## src/rcfs_pkg.sv

```systemverilog
// Constants and carriers for the receive client frame status block
package rcfs_pkg;

  // ==========================================================
  // Frame geometry and field positions
  localparam int unsigned BUS_BYTES      = 64;
  localparam logic [15:0] WORD_BYTES     = 16'h0040;
  localparam logic [15:0] MIN_FRAME      = 16'h0040;
  localparam logic [15:0] TINY_MAX       = 16'h0008;
  localparam logic [15:0] LEN_TYPE_LIMIT = 16'h0600;
  localparam logic [15:0] HDR_FCS_BYTES  = 16'h0012;
  localparam logic [15:0] MIN_PAYLOAD    = 16'h002e;
  localparam logic [15:0] CTRL_ETYPE     = 16'h8808;
  localparam logic [15:0] OP_PAUSE       = 16'h0001;
  localparam logic [15:0] OP_PFC         = 16'h0101;
  localparam int unsigned LEN_BYTE_POS   = 12;
  localparam int unsigned OP_BYTE_POS    = 14;

  // ==========================================================
  // Fault flag and frame kind bit positions
  localparam int unsigned FLT_MALFORMED = 0;
  localparam int unsigned FLT_CRC       = 1;
  localparam int unsigned FLT_UNDER     = 2;
  localparam int unsigned FLT_OVER      = 3;
  localparam int unsigned FLT_LEN       = 4;
  localparam int unsigned IRQ_GOOD      = 5;
  localparam int unsigned KIND_PAUSE    = 0;
  localparam int unsigned KIND_PFC      = 1;
  localparam int unsigned KIND_OTHER    = 2;

  // ==========================================================
  // Register indices (byte address is index times four)
  localparam logic [13:0] IDX_MAX_LIMIT  = 14'h0506;
  localparam logic [13:0] IDX_LEN_CHECK  = 14'h050a;
  localparam logic [13:0] IDX_IRQ_STATUS = 14'h0600;
  localparam logic [13:0] IDX_IRQ_MASK   = 14'h0601;
  localparam logic [31:0] MAX_LIMIT_RST  = 32'h000005ee;
  localparam logic [31:0] LEN_CHECK_RST  = 32'h00000000;
  localparam logic [5:0]  IRQ_MASK_RST   = 6'h00;

  // ==========================================================
  // Carriers
  typedef struct packed {
    logic       valid;
    logic       first;
    logic       last;
    logic [5:0] empty;
    logic       ctrl_err;
    logic       crc_bad;
  } rcfs_word_t;

  typedef struct packed {
    logic        cyc;
    logic        stb;
    logic        we;
    logic [3:0]  sel;
    logic [15:0] adr;
    logic [31:0] dat;
  } rcfs_wb_req_t;

endpackage

```

## src/rcfs_rx_status.sv

```systemverilog
// Receive client stream with per-frame fault and FCS reporting
`timescale 1ns/1ps
`default_nettype none

module rcfs_rx_status #(
  parameter logic [31:0] MAX_LIMIT_RESET = rcfs_pkg::MAX_LIMIT_RST
) (
  input  wire logic                  clk_i,
  input  wire logic                  rst_i,
  input  wire rcfs_pkg::rcfs_wb_req_t wb_req_i,
  output logic [31:0]                wb_dat_o,
  output logic                       wb_ack_o,
  output logic                       irq_o,
  input  wire rcfs_pkg::rcfs_word_t  link_word_i,
  input  wire logic [511:0]          link_data_i,
  output logic [511:0]               rx_data_o,
  output logic                       rx_packet_begin_o,
  output logic                       rx_packet_end_o,
  output logic                       rx_word_qualifier_o,
  output logic [5:0]                 rx_unused_byte_count_o,
  output logic [5:0]                 rx_frame_fault_flags_o,
  output logic                       rx_checksum_qualifier_o,
  output logic                       rx_checksum_bad_o,
  output logic [2:0]                 rx_ctrl_frame_kind_o
);
  import rcfs_pkg::*;

  // ==========================================================
  // Helpers
  // Two bytes counted from the MSB end of the word
  function automatic logic [15:0] field16(
    input logic [511:0] d,
    input int unsigned  pos
  );
    field16 = d[511 - 8 * pos -: 16];
  endfunction

  // Byte-lane merge of a write
  function automatic logic [31:0] merge(
    input logic [31:0] old,
    input logic [31:0] nw,
    input logic [3:0]  sel
  );
    logic [31:0] r;
    r = old;
    for (int i = 0; i < 4; i++) begin
      if (sel[i]) begin
        r[8*i +: 8] = nw[8*i +: 8];
      end
    end
    merge = r;
  endfunction

  // ==========================================================
  // State
  logic        in_pkt_r;
  logic [15:0] cnt_r;
  logic        mal_r;
  logic [15:0] len_field_r;
  logic [15:0] opcode_r;
  logic [31:0] max_lim_r;
  logic [31:0] len_en_r;
  logic [5:0]  irq_status_r;
  logic [5:0]  irq_mask_r;
  logic        out_pkt_r;

  // ==========================================================
  // Word acceptance and length count
  wire        take       = link_word_i.valid
                           & (link_word_i.first | in_pkt_r);
  wire        ends       = take & link_word_i.last;
  wire [15:0] word_bytes = link_word_i.last
                           ? WORD_BYTES - {10'h000, link_word_i.empty}
                           : WORD_BYTES;
  wire [15:0] base_len   = link_word_i.first ? 16'h0000 : cnt_r;
  wire [15:0] tot_len    = base_len + word_bytes;

  // Length/type and opcode, live on the first word
  wire [15:0] len_field  = link_word_i.first
                           ? field16(link_data_i, LEN_BYTE_POS)
                           : len_field_r;
  wire [15:0] opcode     = link_word_i.first
                           ? field16(link_data_i, OP_BYTE_POS)
                           : opcode_r;

  // ==========================================================
  // Fault decode for the end word
  // decoding error
  wire        tiny       = tot_len <= TINY_MAX;
  wire        under      = ~tiny & (tot_len < MIN_FRAME);
  wire        over       = {16'h0000, tot_len} > max_lim_r;
  wire [15:0] payload    = (tot_len >= HDR_FCS_BYTES)
                           ? tot_len - HDR_FCS_BYTES : 16'h0000;
  wire        len_match  = (payload == len_field)
                           | ((payload == MIN_PAYLOAD)
                              & (len_field < MIN_PAYLOAD));
  wire        len_bad    = len_en_r[0] & ~tiny
                           & (len_field < LEN_TYPE_LIMIT) & ~len_match;
  wire        mal_acc    = (mal_r & ~link_word_i.first)
                           | link_word_i.ctrl_err;
  wire        malformed  = mal_acc | tiny;
  wire        crc_bad    = ~tiny & (link_word_i.crc_bad | under);
  wire [5:0]  flags_w    = {1'b0, len_bad, over, under, crc_bad,
                            malformed};

  wire        is_ctrl    = len_field == CTRL_ETYPE;
  wire [2:0]  kind_w;
  assign kind_w[KIND_PAUSE] = is_ctrl & (opcode == OP_PAUSE);
  assign kind_w[KIND_PFC]   = is_ctrl & (opcode == OP_PFC);
  assign kind_w[KIND_OTHER] = is_ctrl & (opcode != OP_PAUSE)
                              & (opcode != OP_PFC);

  // ==========================================================
  // Frame tracking
  always_ff @(posedge clk_i or posedge rst_i) begin
    if (rst_i) begin
      in_pkt_r    <= 1'b0;
      cnt_r       <= 16'h0000;
      mal_r       <= 1'b0;
      len_field_r <= 16'h0000;
      opcode_r    <= 16'h0000;
    end else if (take) begin
      in_pkt_r    <= ~link_word_i.last;
      cnt_r       <= tot_len;
      mal_r       <= mal_acc;
      len_field_r <= len_field;
      opcode_r    <= opcode;
    end
  end

  // ==========================================================
  // Client outputs, one register stage
  always_ff @(posedge clk_i or posedge rst_i) begin
    if (rst_i) begin
      rx_data_o               <= '0;
      rx_packet_begin_o       <= 1'b0;
      rx_packet_end_o         <= 1'b0;
      rx_word_qualifier_o     <= 1'b0;
      rx_unused_byte_count_o  <= 6'h00;
      rx_frame_fault_flags_o  <= 6'h00;
      rx_checksum_qualifier_o <= 1'b0;
      rx_checksum_bad_o       <= 1'b0;
      rx_ctrl_frame_kind_o    <= 3'h0;
    end else begin
      rx_data_o               <= link_data_i;
      rx_packet_begin_o       <= take & link_word_i.first;
      rx_packet_end_o         <= ends;
      rx_word_qualifier_o     <= take;
      rx_unused_byte_count_o  <= ends ? link_word_i.empty : 6'h00;
      rx_frame_fault_flags_o  <= ends ? flags_w : 6'h00;
      rx_checksum_qualifier_o <= ends;
      rx_checksum_bad_o       <= ends & crc_bad;
      rx_ctrl_frame_kind_o    <= ends ? kind_w : 3'h0;
    end
  end

  // ==========================================================
  // Wishbone slave decode
  logic        ack_r;
  wire         hit      = wb_req_i.cyc & wb_req_i.stb & ~ack_r;
  wire  [13:0] idx      = wb_req_i.adr[15:2];
  wire         sel_max  = idx == IDX_MAX_LIMIT;
  wire         sel_len  = idx == IDX_LEN_CHECK;
  wire         sel_sts  = idx == IDX_IRQ_STATUS;
  wire         sel_msk  = idx == IDX_IRQ_MASK;
  wire         wr       = hit & wb_req_i.we;
  wire         rd_sts   = hit & ~wb_req_i.we & sel_sts;
  wire  [31:0] rd_data  = sel_max ? max_lim_r
                        : sel_len ? len_en_r
                        : sel_sts ? {26'h0000000, irq_status_r}
                        : sel_msk ? {26'h0000000, irq_mask_r}
                        : 32'h00000000;
  wire  [31:0] msk_wide = merge({26'h0000000, irq_mask_r},
                                wb_req_i.dat, wb_req_i.sel);

  // Events set status; a status read clears, a new event wins
  wire  [5:0]  events   = ends ? {~|flags_w, flags_w[4:0]} : 6'h00;
  wire  [5:0]  sts_nxt  = (irq_status_r & ~{6{rd_sts}}) | events;

  // Bus answer one cycle after the request
  always_ff @(posedge clk_i or posedge rst_i) begin
    if (rst_i) begin
      ack_r    <= 1'b0;
      wb_dat_o <= 32'h00000000;
    end else begin
      ack_r    <= hit;
      wb_dat_o <= hit ? rd_data : 32'h00000000;
    end
  end
  assign wb_ack_o = ack_r;

  // Register writes
  always_ff @(posedge clk_i or posedge rst_i) begin
    if (rst_i) begin
      max_lim_r  <= MAX_LIMIT_RESET;
      len_en_r   <= LEN_CHECK_RST;
      irq_mask_r <= IRQ_MASK_RST;
    end else if (wr) begin
      if (sel_max) begin
        max_lim_r <= merge(max_lim_r, wb_req_i.dat, wb_req_i.sel);
      end
      if (sel_len) begin
        len_en_r <= merge(len_en_r, wb_req_i.dat, wb_req_i.sel);
      end
      if (sel_msk) begin
        irq_mask_r <= msk_wide[5:0];
      end
    end
  end

  // Interrupt status and level output
  always_ff @(posedge clk_i or posedge rst_i) begin
    if (rst_i) begin
      irq_status_r <= 6'h00;
      irq_o        <= 1'b0;
    end else begin
      irq_status_r <= sts_nxt;
      irq_o        <= |(sts_nxt & irq_mask_r);
    end
  end

  // Output-side packet tracker for checking
  always_ff @(posedge clk_i or posedge rst_i) begin
    if (rst_i) begin
      out_pkt_r <= 1'b0;
    end else if (rx_packet_end_o) begin
      out_pkt_r <= 1'b0;
    end else if (rx_packet_begin_o) begin
      out_pkt_r <= 1'b1;
    end
  end
endmodule

`default_nettype wire

```

## config.mk

```make
export PLATFORM = sky130hd
export DESIGN_NAME = rcfs_rx_status
export DESIGN_NICKNAME = d
export VERILOG_FILES = /design/src/rcfs_pkg.sv /design/src/rcfs_rx_status.sv
export SDC_FILE = /design/constraint.sdc
export NUM_CORES = 1
export LEC_CHECK = 0
export BUFFER_PORTS_ARGS = -buffer_cell sky130_fd_sc_hd__buf_2
export CAP_MARGIN = 10
export CORE_AREA = 2 2 442 444
export DETAILED_ROUTE_END_ITERATION = 8
export DIE_AREA = 0 0 444 446
export PLACE_DENSITY = 0.34
export RECOVER_POWER = 50
export SYNTH_ARGS = -nofsm -noshare
export SYNTH_HDL_FRONTEND = slang
export SYNTH_SLANG_ARGS = --single-unit
```

## constraint.sdc

```tcl
create_clock -name clk_i -period 26.2 [get_ports clk_i]
set_clock_uncertainty 0.15 [all_clocks]
set_input_delay 6.55 -clock clk_i [delete_from_list [all_inputs] [get_ports clk_i]]
set_output_delay 6.55 -clock clk_i [all_outputs]
set_load 0.02 [all_outputs]
```

Yosys cells after proc, flatten, opt, wreduce, memory -nomap -nowiden
Cells that the tools add are included.
- RAM bits: 0
- bits in latches: 0
- output and inout bits: 566
- bits in read-only memories: 0
- memories kept: 0
- flip-flop bits (word level): 690
- bits of input ports: 580
- logic and storage cells: 107
- add/sub/neg operators: 3
- order comparisons: 6
- divide/modulo/power cells: 0
- bitwise gates (word level): 35
- multiply operators: 0
- multiplexer cells: 14
- shift-type cells: 0
- equal/unequal tests: 11
- reduce and logical (&&, ||, !) cells: 12
- operator list (cell ; count):
    2-to-1 mux 32 bit ; 3
    2-to-1 mux 16 bit ; 5
    == test 14 x 11 -> 1 bit, second input constant ; 4
    > comparator 16 x 32 -> 1 bit ; 1
    AND reduction 3 bit ; 9
    2-to-1 mux 6 bit ; 4
    bitwise AND 1 bit ; 20
    adder 16 bit ; 1
    == test 16 x 1 -> 1 bit, second input constant ; 1
    == test 16 bit ; 1
    == test 16 bit, second input constant ; 1
    == test 16 x 6 -> 1 bit, second input constant ; 1
    == test 16 x 9 -> 1 bit, second input constant ; 1
    greater-or-equal comparator 16 x 5 -> 1 bit, second input constant ; 1
    less-or-equal comparator 16 x 4 -> 1 bit, second input constant ; 1
    < comparator 16 x 11 -> 1 bit, second input constant ; 1
    < comparator 16 x 6 -> 1 bit, second input constant ; 1
    < comparator 16 x 7 -> 1 bit, second input constant ; 1
    inequality test 16 x 1 -> 1 bit, second input constant ; 1
    inequality test 16 x 9 -> 1 bit, second input constant ; 1
    subtractor 16 x 5 -> 16 bit, second input constant ; 1
    bitwise AND 6 bit ; 2
    subtractor 7 x 6 -> 8 bit, first input constant ; 1
    inverter 1 bit ; 6
    8 further kinds ; 12

Longest topological paths before layout
Gate-level depths: netlist (run 1).
- word-level depth: 16
- mapped depth: 24
- mapped depth without buffers: 22

Least setup slack after synthesis (run 1)
Ideal clock, no wire load.
- path type: input port to flip-flop
- from: input port link_word_i[9] in the netlist's numbering
- to: register irq_o
- library setup time: 0.142 ns
- setup slack: 14.650 ns
- buffers on the path: 5
- data required time: 25.908 ns
- arrival: 11.259 ns
- cell stages on the path: 20
- path through: buf_2 > buf_1 > buf_2 > clkbuf_8 > clkbuf_1 > nor2b_1 > ha_1 > o211ai_1 > o211a_4 > or4_1 > a21o_2 > clkinv_2 > ha_1 > a2111oi_0 > o221a_2 > a211oi_1 > a221o_1 > a221oi_1 > o41a_1 > o221ai_1
- elaborated cells between the ends (all ways): 36
- those cells by class: add/sub (2); order compare (6); eq/ne (2); mux (4); bitwise (19); reduce/logical (3)
- RTL lines (item ; RTL line ; text):
    from (decl) ; rcfs_rx_status.sv:14 ; input wire rcfs_pkg::rcfs_word_t link_word_i,
    2-to-1 mux 16 bit ; rcfs_rx_status.sv:75 ; wire [15:0] base_len = link_word_i.first ? 16'h0000 : cnt_r;
    adder 16 bit ; rcfs_rx_status.sv:76 ; wire [15:0] tot_len = base_len + word_bytes;
    named net tot_len[13] ; rcfs_rx_status.sv:76 ;
    > comparator 16 x 32 -> 1 bit ; rcfs_rx_status.sv:91 ; wire over = {16'h0000, tot_len} > max_lim_r;
    2-to-1 mux 6 bit ; rcfs_rx_status.sv:177 ; wire [5:0] events = ends ? {~|flags_w, flags_w[4:0]} : 6'h00;
    named net events[3] ; rcfs_rx_status.sv:177 ;
    bitwise OR 6 bit ; rcfs_rx_status.sv:178 ; wire [5:0] sts_nxt = (irq_status_r & ~{6{rd_sts}}) | events;
    bitwise AND 6 bit ; rcfs_rx_status.sv:218 ; irq_o <= |(sts_nxt & irq_mask_r);
    OR reduction 6 bit ; rcfs_rx_status.sv:218 ;
    to (signal assigned) ; rcfs_rx_status.sv:218 ;
    to (decl) ; rcfs_rx_status.sv:13 ; output logic irq_o,
The timed path passes the listed nets, and every way through them passes these cells.
A chain may end at the register's enable or synchronous reset.

==> tab_implementation.tex, run 1 <==
\begin{tabular}{lr}
\hline
Metric & Value \\
\hline
\multicolumn{2}{l}{\textbf{Clock network}} \\
\quad Clock slew seen by the registers of the worst setup and hold paths & 0.05 ns \\
\quad Max H-tree Level & 3 \\
\quad Post-CTS Setup Inserts & 0 \\
\quad Bufs on Longest Clock Path & 3 \\
\quad Clock latency of the later-clocked register in the worst-skew pair & 0.72 ns \\
\quad Number of buffers created by CTS & 91 \\
\quad Post-cts gate resize count & 0 \\
\quad Post-CTS Hold Buffers & 0 \\
\quad Clock Root Buffer & clkbuf\_16 \\
\quad Clock sinks & 689 \\
\quad CTS tree & built \\
\multicolumn{2}{l}{\textbf{Route}} \\
\quad Average routed wire per standard cell & 28.7 µm \\
\quad Total via count in the routed design & 17,200 \\
\quad Via density per instance & 3.26 \\
\quad Violation count after the first detailed-route iteration & 1,025 \\
\quad Detailed-route wire length & 151 mm \\
\quad Number of routed nets with antenna violations & 0 \\
\quad DRC violations left & 0 \\
\quad First-pass iteration count of the detailed router & 7 \\
\multicolumn{2}{l}{\textbf{Synthesis}} \\
\quad Number of warnings reported in the yosys synthesis log & 0 \\
\quad Adder and majority gate portion of the synthesized area & 1.56\% \\
\quad Portion of synthesized cell area occupied by the leading cell type & 76.8\% \\
\quad Share of synthesized flip-flops with an asynchronous set or reset & 100\% \\
\quad Synth Instances & 1,401 \\
\quad Share of synthesized cell area in and, or, nand and nor gates & 6.74\% \\
\quad Register area share after synthesis & 77.7\% \\
\quad Count of flip-flops with a built-in enable after synthesis & 0 \\
\quad Post-synth top flop & dfrtp\_1 \\
\quad Top cell types by occurrence after synthesis & dfrtp\_1, mux2\_2, nand2\_1, nor2\_1, o21ai\_0 \\
\quad Post-synthesis share of cell area spent on xor and xnor gates & 1.32\% \\
\quad Syn nets & 2,008 \\
\quad Multiplexer area fraction after synthesis & 5.14\% \\
\quad Area fraction in compound gates after synthesis & 6.03\% \\
\quad Seq cells post-synth & 689 \\
\quad Synthesized area per cell & 15.8 µm² \\
\quad Post-synth design cell area & 22,200 µm² \\
\quad Largest family of logic cells by synthesized area & simple AND/OR/NAND/NOR gates \\
\quad Cell types with the largest area share after synthesis & dfrtp\_1, mux2\_2, ha\_1 \\
\quad Cell type with the highest aggregate area in the netlist & dfrtp\_1 \\
\quad Library cell with the highest instance count after synthesis & dfrtp\_1 \\
\quad Synth cell types & 92 \\
\multicolumn{2}{l}{\textbf{STA}} \\
\quad Time the final worst path needs with I/O delays and setup & 16.58 ns \\
\quad Max Freq & 0.0603 GHz \\
\quad Setup repair after global routing missed its margin & no \\
\quad Worst hold slack & 0.325 ns \\
\quad Part of the cycle the worst path needs & 63.3\% \\
\quad Worst-margin pin slew & 8.75 ns \\
\quad Sum Neg Setup Slack & 0 ns \\
\quad Number of hold-slack violations in the final timing report & 0 \\
\quad \# setup viols final & 0 \\
\quad Final slew viol count & 563 \\
\quad Max-slew headroom at the worst pin & -483\% \\
\multicolumn{2}{l}{\textbf{Floorplan}} \\
\quad Vertical die dimension & 446 µm \\
\quad DIE AREA & 198,000 µm² \\
\quad Die X & 444 µm \\
\quad Starting density of the core & 11.5\% \\
\quad Placeable core region & 194,000 µm² \\
\quad I/O pins & 1,146 \\
\quad Number of standard-cell rows in the floorplan & 162 \\
\multicolumn{2}{l}{\textbf{GRT}} \\
\quad Antenna violations before repair & 139 \\
\quad Global-route wire length before repair & 190 mm \\
\quad Grt ovf & 0 \\
\quad Total GRT Usage & 14.8\% \\
\quad Number of global-route vias before repair & 17,300 \\
\quad Largest net degree at the start of global routing & 156 \\
\multicolumn{2}{l}{\textbf{Final layout}} \\
\quad Multi-input logic area & 4630 µm² \\
\quad Fraction of final layout cells with drive strength greater than 1 & 48.9\% \\
\quad Area growth from synthesis to final layout & 53.5\% \\
\quad Storage element area & 17,300 µm² \\
\quad Count of fill cells added during filler insertion & 21,400 \\
\quad Final net count & 3,221 \\
\quad Utilization after layout & 17.6\% \\
\quad Non-filler instance count after layout & 5,269 \\
\multicolumn{2}{l}{\textbf{Critical path}} \\
\quad R2r endpoint & irq\_o \\
\quad Data arrival time of the critical path & 17.15 ns \\
\quad Data required time of the worst path & 26.77 ns \\
\quad Cell-by-cell trace of the critical path & buf\_2 -> clkinvlp\_2 -> clkbuf\_1 -> buf\_4 -> buf\_4 \\
\quad Worst setup path category & in2async \\
\quad Startpoint of the worst setup timing path & rst\_i \\
\quad Largest fanout of any net on the critical path & 155 \\
\quad Maximum single-stage delay on the critical path & 6.02 ns \\
\quad Buffers plus inverters on the worst setup path & 5 \\
\quad Top cell family by delay on the critical path & buffers and inverters \\
\quad Element type at the critical path start & input pin \\
\quad Cell seen most often among critical-path stages & buf\_4 \\
\quad Highest-delay cell along the critical path & clkbuf\_1 \\
\quad Type of destination of the critical path & async pin \\
\quad Reg-to-reg slack, setup & 20.73 ns \\
\quad Length in cells of the worst reg-to-reg path & 9 \\
\quad Worst r2r src & in\_pkt\_r \\
\multicolumn{2}{l}{\textbf{Run}} \\
\quad Maxcap violations & 7 \\
\multicolumn{2}{l}{\textbf{Status}} \\
\quad Run status & complete, but fails checks \\
\quad Failing checks & max-capacitance violations, max-slew violations \\
\multicolumn{2}{l}{\textbf{Power and ir drop}} \\
\quad Pleak & 0.0161 µW \\
\quad Power density over the cells & 81.8 nW/µm² \\
\quad Peak VDD IR & 46.6 µV \\
\multicolumn{2}{l}{\textbf{Min path}} \\
\quad Hold Path Origin & in\_pkt\_r \\
\quad Hold-critical path endpoint & in\_pkt\_r \\
\quad Number of stages on the worst hold path & 2 \\
\quad Class of the tightest hold or removal check & reg2reg \\
\multicolumn{2}{l}{\textbf{Placed design}} \\
\quad Placed Instances & 5,063 \\
\quad Placed wire-length estimate & 128 mm \\
\quad Count of input and output buffers & 1,142 \\
\quad Global placer's final weighted congestion & 0.916 \\
\hline
\end{tabular}
worst max-delay path by stage:
| stage | to | slack, ns | depth (start not counted) |
|---|---|---|---|
| 2_1_floorplan | cnt_r[0] | 0.19 | 1 |
| 3_3_place_gp | irq_o | 14.04 | 22 |
| 3_5_place_dp | irq_o | 14.08 | 19 |
| 4_1_cts | irq_o | 14.89 | 19 |
| 5_1_grt | rx_data_o[210] | 7.42 | 5 |
| 6_report | rx_data_o[210] | 9.62 | 5 |
state kept, by name, summed over array words and instances, names as in the netlist, 5 cells and up:
register,flops
rx_unused_byte_count_o,6
cnt_r,16
len_en_r,32
irq_mask_r,6
len_field_r,16
max_lim_r,32
rx_frame_fault_flags_o,5
irq_status_r,6
opcode_r,16
wb_dat_o,32
rx_data_o,512
cell type report:
| class | count | share of cell area [%] |
|---|---|---|
| Sequential cell | 689 | 50.6 |
| Timing Repair Buffer | 1158 | 16.6 |
| Multi-Input combinational cell | 633 | 13.6 |
| Tap cell | 2542 | 9.33 |
| Clock buffer | 123 | 7.63 |
| Clock inverter | 39 | 1.43 |
| Inverter | 41 | 0.459 |
| Antenna cell | 44 | 0.323 |
cells in the final DEF, fill, tap and decap left out, drive strengths merged, types with 14 or more instances in the layout:
cell type	Yosys	routed
a21oi	22	22
a22oi	28	28
buf	13	1030
clkbuf	25	251
clkinv	2	22
dfrtp	681	681
diode	0	44
ha	26	26
inv	39	44
mux2	87	87
mux2i	16	16
nand2	79	79
nand3	22	22
nand4	15	15
nor2	62	62
nor2b	14	14
nor3	18	18
nor4	14	14
o21ai	59	59
xnor2	23	23
through the flow:
step                      setup slack [ns]  cell area, µm²  power, µW
after CTS                            14.89           34200       2860
after global placement               14.04           31100       1520
after detailed placement             14.08           31100       1520
final                                 9.62           34100       2790
after floorplan                      0.195           22200       1330
after global routing                  7.42           34000       2910
where the power goes:
group          internal, µW  switching (µW)
logic                   111             230
clock network           768             533
registers              1120            25.7
total                  2000             789
cell families after synthesis:
| group | Yosys count |
|---|---|
| buf+inv | 79 |
| mux | 103 |
| fa+ha+maj | 27 |
| compound gates | 188 |
| flops | 689 |
| other cells | 1 |
| simple gates | 284 |
| xor+xnor | 30 |
per-layer routing:
layer | global-route usage (%) | vias to the layer above | wire, µm
li1 | - | 7319 | -
met1 | 16.9 | 8673 | 58600
met2 | 25.6 | 863 | 75200
met3 | 5.87 | 300 | 12700
met4 | 4.24 | 44 | 4320
met5 | 0 | - | 295
worst min-delay path: cells and delay by family, from the launching register on:
family | cells | cell delay [ns]
AO/OA/AOI/OAI | 1 | 0.06
flip-flops | 1 | 0.33
AND/OR/NAND/NOR | 1 | 0.05
Note: power is estimated with default switching activity, not from simulation.
==> inputs of run 2 (changes only) <==
Clock period 26.2 ns to 15.25 ns, I/O delays scaled along.
==> tab_implementation.tex, run 2 (synthesis gave the netlist of run 1 again) <==
\begin{tabular}{lr}
\hline
Metric & Value \\
\hline
\multicolumn{2}{l}{\textbf{Status}} \\
\quad Run status & complete, but fails checks (unchanged) \\
\quad Failing checks & max-capacitance violations, max-slew violations (unchanged) \\
\multicolumn{2}{l}{\textbf{Clock network}} \\
\quad Bufs on Longest Clock Path & 3 (unchanged) \\
\quad Number of buffers created by CTS & 89 (was 91) \\
\quad Post-cts gate resize count & 0 (unchanged) \\
\quad Post-CTS Setup Inserts & 0 (unchanged) \\
\quad Clock sinks & 689 (unchanged) \\
\quad Max H-tree Level & 3 (unchanged) \\
\quad Post-CTS Hold Buffers & 0 (unchanged) \\
\quad Clock Root Buffer & clkbuf\_16 (unchanged) \\
\quad Clock latency of the later-clocked register in the worst-skew pair & 0.73 ns (was 0.72 ns) \\
\quad CTS tree & built (unchanged) \\
\quad Clock slew seen by the registers of the worst setup and hold paths & 0.06 ns (was 0.05 ns) \\
\multicolumn{2}{l}{\textbf{Power and ir drop}} \\
\quad Power density over the cells & 142 nW/µm² (was 81.8 nW/µm²) \\
\quad Peak VDD IR & 76.6 µV (was 46.6 µV) \\
\quad Pleak & 0.0159 µW (was 0.0161 µW) \\
\multicolumn{2}{l}{\textbf{GRT}} \\
\quad Grt ovf & 0 (unchanged) \\
\quad Total GRT Usage & 14.8\% (about the same) \\
\quad Number of global-route vias before repair & 17,500 (was 17,300) \\
\quad Largest net degree at the start of global routing & 136 (was 156) \\
\quad Antenna violations before repair & 148 (was 139) \\
\quad Global-route wire length before repair & 191 mm (was 190 mm) \\
\multicolumn{2}{l}{\textbf{Final layout}} \\
\quad Area growth from synthesis to final layout & 53.1\% (was 53.5\%) \\
\quad Most common cell after layout, fill and taps aside & buf\_2 (unchanged) \\
\quad Most frequent cells in the layout & buf\_2, dfrtp\_1, clkbuf\_1, clkbuf\_16, mux2\_2 (unchanged) \\
\quad Number of flip-flops under the largest register name & 512 (unchanged) \\
\quad Fraction of final layout cells with drive strength greater than 1 & 45.4\% (was 48.9\%) \\
\quad Count of fill cells added during filler insertion & 21,600 (was 21,400) \\
\quad Final net count & 3,221 (unchanged) \\
\quad Register with the most flip-flops & rx\_data\_o (unchanged) \\
\multicolumn{2}{l}{\textbf{Route}} \\
\quad Number of routed nets with antenna violations & 0 (unchanged) \\
\quad Violation count after the first detailed-route iteration & 989 (was 1,025) \\
\quad Average routed wire per standard cell & 28.9 µm (was 28.7 µm) \\
\quad Total via count in the routed design & 17,300 (was 17,200) \\
\quad DRC violations left & 0 (unchanged) \\
\quad Detailed-route wire length & 151 mm (about the same) \\
\quad First-pass iteration count of the detailed router & 6 (was 7) \\
\quad Via density per instance & 3.30 (was 3.26) \\
\multicolumn{2}{l}{\textbf{Floorplan}} \\
\quad Starting density of the core & 11.5\% (unchanged) \\
\quad Placeable core region & 194,000 µm² (unchanged) \\
\quad Vertical die dimension & 446 µm (unchanged) \\
\quad I/O pins & 1,146 (unchanged) \\
\quad Die X & 444 µm (unchanged) \\
\quad DIE AREA & 198,000 µm² (unchanged) \\
\quad Number of standard-cell rows in the floorplan & 162 (unchanged) \\
\multicolumn{2}{l}{\textbf{Critical path}} \\
\quad Type of destination of the critical path & flop (was async pin) \\
\quad Cell-by-cell trace of the critical path & clkbuf\_1 -> clkbuf\_1 -> inv\_1 -> nand2\_1 -> inv\_1 -> ha\_1 -> a211oi\_2 -> o21ai\_0 -> xnor2\_2 -> o221ai\_1 -> nor3\_2 -> nand4\_2 -> o221a\_1 -> or4\_4 -> o41a\_1 -> o221ai\_1 (was buf\_2 -> clkinvlp\_2 -> clkbuf\_1 -> buf\_4 -> buf\_4) \\
\quad Worst setup path category & in2reg (was in2async) \\
\quad Top cell family by delay on the critical path & buffers and inverters (unchanged) \\
\quad Maximum single-stage delay on the critical path & 1.96 ns (was 6.02 ns) \\
\quad Element type at the critical path start & input pin (unchanged) \\
\quad Data arrival time of the critical path & 11.10 ns (was 17.15 ns) \\
\quad Highest-delay cell along the critical path & clkbuf\_1 (unchanged) \\
\quad Buffers plus inverters on the worst setup path & 4 (was 5) \\
\quad Data required time of the worst path & 15.73 ns (was 26.77 ns) \\
\quad Largest fanout of any net on the critical path & 46 (was 155) \\
\multicolumn{2}{l}{\textbf{STA}} \\
\quad Worst-margin pin slew & 3.63 ns (was 8.75 ns) \\
\quad Sum Neg Setup Slack & 0 ns (unchanged) \\
\quad Number of hold-slack violations in the final timing report & 0 (unchanged) \\
\quad Max Freq & 0.0942 GHz \\
\quad Part of the cycle the worst path needs & 69.6\% \\
\quad Final critical-path setup slack & 4.63 ns (was 9.62 ns) \\
\quad Final slew viol count & 446 (was 563) \\
\quad \# setup viols final & 0 (unchanged) \\
\quad Setup repair after global routing missed its margin & no (unchanged) \\
\quad Max-slew headroom at the worst pin & -142\% (was -483\%) \\
\quad Time the final worst path needs with I/O delays and setup & 10.62 ns \\
\multicolumn{2}{l}{\textbf{Min path}} \\
\quad Class of the tightest hold or removal check & reg2reg (unchanged) \\
\multicolumn{2}{l}{\textbf{Placed design}} \\
\quad Pre-CTS worst setup slack & 5.85 ns (was 14.08 ns) \\
\quad Placed wire-length estimate & 128 mm (about the same) \\
\quad Global placer's final weighted congestion & 0.881 (was 0.916) \\
\quad Count of input and output buffers & 1,142 (unchanged) \\
\multicolumn{2}{l}{\textbf{Run}} \\
\quad Maxcap violations & 9 (was 7) \\
\hline
\end{tabular}
[run 2: area by class of cell]
type	count	area, µm²	area share, %
Tap cell	2542	3180	9.36
Timing Repair Buffer	1160	5560	16.4
Sequential cell	689	17300	50.8
Clock buffer	117	2520	7.42
Multi-Input combinational cell	633	4650	13.7
Clock inverter	43	612	1.80
Antenna cell	19	47.5	0.140
Inverter	41	156	0.460
[run 2: worst reg2reg max path, delay by kind of cell (launching register included)]
family,cells,cell delay (ns)
buffers and inverters,2,2.58
AO/OA/AOI/OAI,6,1.33
AND/OR/NAND/NOR,1,0.75
flip-flops,1,0.39
[run 2: worst paths after layout]
| check | to | start | slack [ns] | depth (start not counted) |
|---|---|---|---|---|
| setup / recovery | irq_o | link_word_i[9] | 4.63 | 16 |
| hold / removal | cnt_r[6] | cnt_r[6] | 0.32 | 2 |
| setup reg to reg | irq_o | in_pkt_r | 9.95 | 9 |
| hold reg to reg | cnt_r[6] | cnt_r[6] | 0.32 | 2 |
| max in group asynchronous | rx_data_o[439] | rst_i | 6.34 | 5 |
| min in group asynchronous | rx_data_o[505] | rst_i | 3.14 | 2 |
[run 2: stage by stage]
stage	util, %	hold WS (ns)	cells	power (µW)	instance area [µm²]
2_1_floorplan	-	0.288	1401	2290	22200
3_5_place_dp	16.1	0.313	5065	2610	31100
6_report	17.6	0.321	5244	4810	34000
4_1_cts	17.7	0.325	5225	4930	34200
3_3_place_gp	16.1	0.302	5065	2610	31100
5_1_grt	17.5	0.351	5231	5030	33900
[run 2: routing by layer]
metal	global-route usage, %	vias to the layer above	wire, µm
met2	24.9	860	73100
li1	-	7299	-
met3	5.84	364	13800
met5	0	-	429
met4	5.12	70	5980
met1	17.1	8687	58000
[run 2: power breakdown]
group | internal [µW] | switching [µW] | total, µW
Clock | 1340 | 919 | 2260
Sequential | 1920 | 49.0 | 1970
Combinational | 188 | 390 | 578
==> inputs of run 3 (changes only) <==
Settings changed: ABC_AREA from default to 1, CORE_AREA 2 2 442 444 to 2 2 446 448, DIE_AREA 0 0 444 446 to 0 0 448 450, PLACE_DENSITY 0.34 to 0.33.
Clock period 15.25 ns to 10.4 ns, I/O delays scaled along.
==> tab_implementation.tex, run 3 <==
\begin{tabular}{lr}
\hline
Metric & Value \\
\hline
\multicolumn{2}{l}{\textbf{Status}} \\
\quad Run status & complete, but fails checks (unchanged) \\
\quad Failing checks & max-capacitance violations, max-slew violations (unchanged) \\
\multicolumn{2}{l}{\textbf{GRT}} \\
\quad Largest net degree at the start of global routing & 139 (was 136) \\
\quad Grt ovf & 0 (unchanged) \\
\quad Total GRT Usage & 16.4\% (was 14.8\%) \\
\quad Antenna violations before repair & 148 (unchanged) \\
\quad Number of global-route vias before repair & 19,200 (was 17,500) \\
\quad Global-route wire length before repair & 212 mm (was 191 mm) \\
\multicolumn{2}{l}{\textbf{Critical path}} \\
\quad Largest fanout of any net on the critical path & 44 (was 46) \\
\quad Cell seen most often among critical-path stages & nand2\_1 \\
\quad Worst r2r src & cnt\_r[0] (was in\_pkt\_r) \\
\quad Highest-delay cell along the critical path & clkbuf\_1 (unchanged) \\
\quad Data arrival time of the critical path & 7.96 ns (was 11.10 ns) \\
\quad Worst setup path category & in2reg (unchanged) \\
\quad R2r endpoint & irq\_o (unchanged) \\
\quad Element type at the critical path start & input pin (unchanged) \\
\quad Buffers plus inverters on the worst setup path & 5 (was 4) \\
\quad Data required time of the worst path & 10.83 ns (was 15.73 ns) \\
\quad Reg-to-reg slack, setup & 6.13 ns (was 9.95 ns) \\
\quad Type of destination of the critical path & flop (unchanged) \\
\quad Top cell family by delay on the critical path & buffers and inverters (unchanged) \\
\quad Cell-by-cell trace of the critical path & buf\_2 -> clkbuf\_1 -> nor2\_1 -> ha\_1 -> xnor2\_1 -> inv\_1 -> ha\_1 -> nand3\_1 -> nand2\_1 -> inv\_1 -> nor2\_1 -> xor2\_1 -> inv\_1 -> nand3\_1 -> nand2\_1 -> nor2\_1 -> nand2\_1 -> nor2\_1 -> nand2\_1 -> nand3\_1 -> nand2\_2 -> nand2\_1 -> nand3\_1 (was clkbuf\_1 -> clkbuf\_1 -> inv\_1 -> nand2\_1 -> inv\_1 -> ha\_1 -> a211oi\_2 -> o21ai\_0 -> xnor2\_2 -> o221ai\_1 -> nor3\_2 -> nand4\_2 -> o221a\_1 -> or4\_4 -> o41a\_1 -> o221ai\_1) \\
\quad Length in cells of the worst reg-to-reg path & 24 (was 9) \\
\quad Maximum single-stage delay on the critical path & 1.51 ns (was 1.96 ns) \\
\multicolumn{2}{l}{\textbf{Floorplan}} \\
\quad Starting density of the core & 11.5\% (about the same) \\
\quad DIE AREA & 202,000 µm² (was 198,000 µm²) \\
\quad Number of standard-cell rows in the floorplan & 163 (was 162) \\
\quad I/O pins & 1,146 (unchanged) \\
\quad Vertical die dimension & 450 µm (was 446 µm) \\
\quad Placeable core region & 197,000 µm² (was 194,000 µm²) \\
\quad Die X & 448 µm (was 444 µm) \\
\multicolumn{2}{l}{\textbf{Min path}} \\
\quad Hold-critical path endpoint & wb\_ack\_o (was cnt\_r[6]) \\
\quad Number of stages on the worst hold path & 1 (was 2) \\
\quad Class of the tightest hold or removal check & reg2reg (unchanged) \\
\quad Hold Path Origin & wb\_ack\_o (was cnt\_r[6]) \\
\multicolumn{2}{l}{\textbf{Final layout}} \\
\quad Count of fill cells added during filler insertion & 22,100 (was 21,600) \\
\quad Area growth from synthesis to final layout & 53.7\% (was 53.1\%) \\
\quad Most frequent cells in the layout & buf\_2, dfrtp\_1, nand2\_1, inv\_1, o21ai\_0 (was buf\_2, dfrtp\_1, clkbuf\_1, clkbuf\_16, mux2\_2) \\
\quad Number of flip-flops under the largest register name & 512 (unchanged) \\
\quad Non-filler instance count after layout & 5,791 (was 5,244) \\
\quad Final net count & 3,646 (was 3,221) \\
\quad Fraction of final layout cells with drive strength greater than 1 & 40.8\% (was 45.4\%) \\
\quad Most common cell after layout, fill and taps aside & buf\_2 (unchanged) \\
\quad Register with the most flip-flops & rx\_data\_o (unchanged) \\
\multicolumn{2}{l}{\textbf{Power and ir drop}} \\
\quad Internal power & 5090 µW (was 3460 µW) \\
\quad Power spent charging and discharging nets & 2130 µW (was 1360 µW) \\
\quad Share of total power in the clock network & 47.4\% (was 47.0\%) \\
\quad Switching part of the total & 29.5\% (was 28.2\%) \\
\quad Sequential fraction of design power & 40.2\% (was 41.0\%) \\
\quad Pleak & 0.0168 µW (was 0.0159 µW) \\
\quad Power density over the cells & 208 nW/µm² (was 142 nW/µm²) \\
\quad Part of the power in combinational logic & 12.3\% (was 12.0\%) \\
\quad Peak VDD IR & 118 µV (was 76.6 µV) \\
\multicolumn{2}{l}{\textbf{Synthesis}} \\
\quad Synthesized area per cell & 12.4 µm² (was 15.8 µm²) \\
\quad Register area share after synthesis & 76.2\% (was 77.7\%) \\
\quad Library cell with the highest instance count after synthesis & dfrtp\_1 (unchanged) \\
\quad Post-synthesis share of cell area spent on xor and xnor gates & 0.271\% (was 1.32\%) \\
\quad Number of warnings reported in the yosys synthesis log & 0 (unchanged) \\
\quad Seq cells post-synth & 689 (unchanged) \\
\quad Cell types with the largest area share after synthesis & dfrtp\_1, nand2\_1, o21ai\_0 (was dfrtp\_1, mux2\_2, ha\_1) \\
\quad Syn nets & 2,436 (was 2,008) \\
\quad Synth cell types & 44 (was 92) \\
\quad Adder and majority gate portion of the synthesized area & 1.53\% (was 1.56\%) \\
\quad Area fraction in compound gates after synthesis & 5.09\% (was 6.03\%) \\
\quad Post-synth top flop & dfrtp\_1 (unchanged) \\
\quad Cell type with the highest aggregate area in the netlist & dfrtp\_1 (unchanged) \\
\quad Post-synth design cell area & 22,600 µm² (was 22,200 µm²) \\
\quad Top cell types by occurrence after synthesis & dfrtp\_1, nand2\_1, inv\_1, o21ai\_0, nand3\_1 (was dfrtp\_1, mux2\_2, nand2\_1, nor2\_1, o21ai\_0) \\
\quad Share of synthesized cell area in and, or, nand and nor gates & 12.8\% (was 6.74\%) \\
\quad Count of flip-flops with a built-in enable after synthesis & 0 (unchanged) \\
\quad Portion of synthesized cell area occupied by the leading cell type & 75.3\% (was 76.8\%) \\
\quad Share of synthesized flip-flops with an asynchronous set or reset & 100\% (unchanged) \\
\quad Multiplexer area fraction after synthesis & 0.0442\% (was 5.14\%) \\
\quad Largest family of logic cells by synthesized area & simple AND/OR/NAND/NOR gates (unchanged) \\
\quad Synth Instances & 1,829 (was 1,401) \\
\multicolumn{2}{l}{\textbf{STA}} \\
\quad \# setup viols final & 0 (unchanged) \\
\quad Final slew viol count & 375 (was 446) \\
\quad Worst hold slack & 0.326 ns (was 0.321 ns) \\
\quad Max-slew headroom at the worst pin & -157\% (was -142\%) \\
\quad Worst-margin pin slew & 3.85 ns (was 3.63 ns) \\
\quad Time the final worst path needs with I/O delays and setup & 7.53 ns \\
\quad Part of the cycle the worst path needs & 72.4\% \\
\quad Max Freq & 0.133 GHz \\
\quad Number of hold-slack violations in the final timing report & 0 (unchanged) \\
\quad Final critical-path setup slack & 2.87 ns (was 4.63 ns) \\
\quad Setup repair after global routing missed its margin & no (unchanged) \\
\multicolumn{2}{l}{\textbf{Clock network}} \\
\quad Post-CTS Setup Inserts & 0 (unchanged) \\
\quad Bufs on Longest Clock Path & 3 (unchanged) \\
\quad Number of buffers created by CTS & 93 (was 89) \\
\quad Clock latency of the later-clocked register in the worst-skew pair & 0.73 ns (about the same) \\
\quad CTS tree & built (unchanged) \\
\quad Clock slew seen by the registers of the worst setup and hold paths & 0.06 ns (about the same) \\
\quad Clock Root Buffer & clkbuf\_16 (unchanged) \\
\quad Max H-tree Level & 3 (unchanged) \\
\quad Post-CTS Hold Buffers & 0 (unchanged) \\
\quad Post-cts gate resize count & 0 (unchanged) \\
\quad Clock sinks & 689 (unchanged) \\
\multicolumn{2}{l}{\textbf{Route}} \\
\quad Average routed wire per standard cell & 29.3 µm (was 28.9 µm) \\
\quad Number of routed nets with antenna violations & 0 (unchanged) \\
\quad Via density per instance & 3.25 (was 3.30) \\
\quad Violation count after the first detailed-route iteration & 1,111 (was 989) \\
\quad DRC violations left & 0 (unchanged) \\
\quad First-pass iteration count of the detailed router & 5 (was 6) \\
\quad Detailed-route wire length & 169 mm (was 151 mm) \\
\quad Total via count in the routed design & 18,800 (was 17,300) \\
\multicolumn{2}{l}{\textbf{Placed design}} \\
\quad Pre-CTS worst setup slack & 3.15 ns (was 5.85 ns) \\
\quad Placed Instances & 5,584 (was 5,065) \\
\quad Global placer's final weighted congestion & 0.972 (was 0.881) \\
\quad Count of input and output buffers & 1,142 (unchanged) \\
\quad Placed wire-length estimate & 143 mm (was 128 mm) \\
\multicolumn{2}{l}{\textbf{Run}} \\
\quad Maxcap violations & 6 (was 9) \\
\hline
\end{tabular}
run 3: changes by cell type in the layout (fill, tap and decap cells not counted), moves of 87 or more:
| cell | delta |
|---|---|
| buf_2 | +108 |
| clkbuf_1 | -103 |
| inv_1 | +137 |
| mux2_2 | -87 |
| nand2_1 | +294 |
| o21ai_0 | +103 |
run 3: cell families (layout without fill, tap and decap cells):
family	after synthesis	in the layout
xor+xnor	7	7
buf+inv	231	1516
flops	689	689
fa+ha+maj	27	27
other cells	1	38
compound gates	222	222
simple gates	651	651
mux	1	1
run 3: cell type report:
cell class                 count  area, µm²  area share (%)
inverter                     184        699            2.01
tap                         2640       3300            9.50
sequential                   689      17300            49.6
clock inverter                42        587            1.69
antenna                       37       92.6           0.266
timing repair buffer        1162       5740            16.5
multi-input combinational    909       4470            12.8
clock buffer                 128       2640            7.59
run 3: through the flow:
| stage | total power (µW) | TNS [ns] | utilization [%] | cell area [µm²] |
|---|---|---|---|---|
| after floorplan | 3370 | -1206.45 | - | 22600 |
| after global placement | 3890 | 0 | 16.1 | 31700 |
| after detailed placement | 3880 | 0 | 16.1 | 31700 |
| after CTS | 7420 | 0 | 17.7 | 34900 |
| after global routing | 7590 | 0 | 17.7 | 34700 |
| final | 7230 | 0 | 17.7 | 34800 |
run 3: per-layer routing:
layer  wire (µm)  vias up  global-route usage (%)
met5         120        -                       0
met4        5610       20                    5.25
met3        9410      364                    3.48
met2       89700      831                    30.4
met1       64600     9267                    18.5
li1            -     8317                       -
run 3: how the worst max path moves through the flow:
stage | from | to | slack, ns | cells past startpoint
2_1_floorplan | rst_i | cnt_r[0] | -1.77 | 1
3_3_place_gp | link_word_i[9] | irq_o | 3.14 | 23
3_5_place_dp | link_word_i[9] | irq_o | 3.15 | 23
4_1_cts | link_word_i[9] | irq_o | 3.98 | 23
5_1_grt | rst_i | irq_status_r[1] | 2.15 | 4
6_report | link_word_i[9] | irq_o | 2.87 | 23
run 3: power groups by stage:
stage | Sequential, µW | Clock (µW) | Combinational (µW)
2_1_floorplan | 3060 | 0 | 315
3_3_place_gp | 2950 | 0 | 931
3_5_place_dp | 2950 | 0 | 925
4_1_cts | 2910 | 3590 | 929
5_1_grt | 2920 | 3690 | 983
6_report | 2910 | 3430 | 892
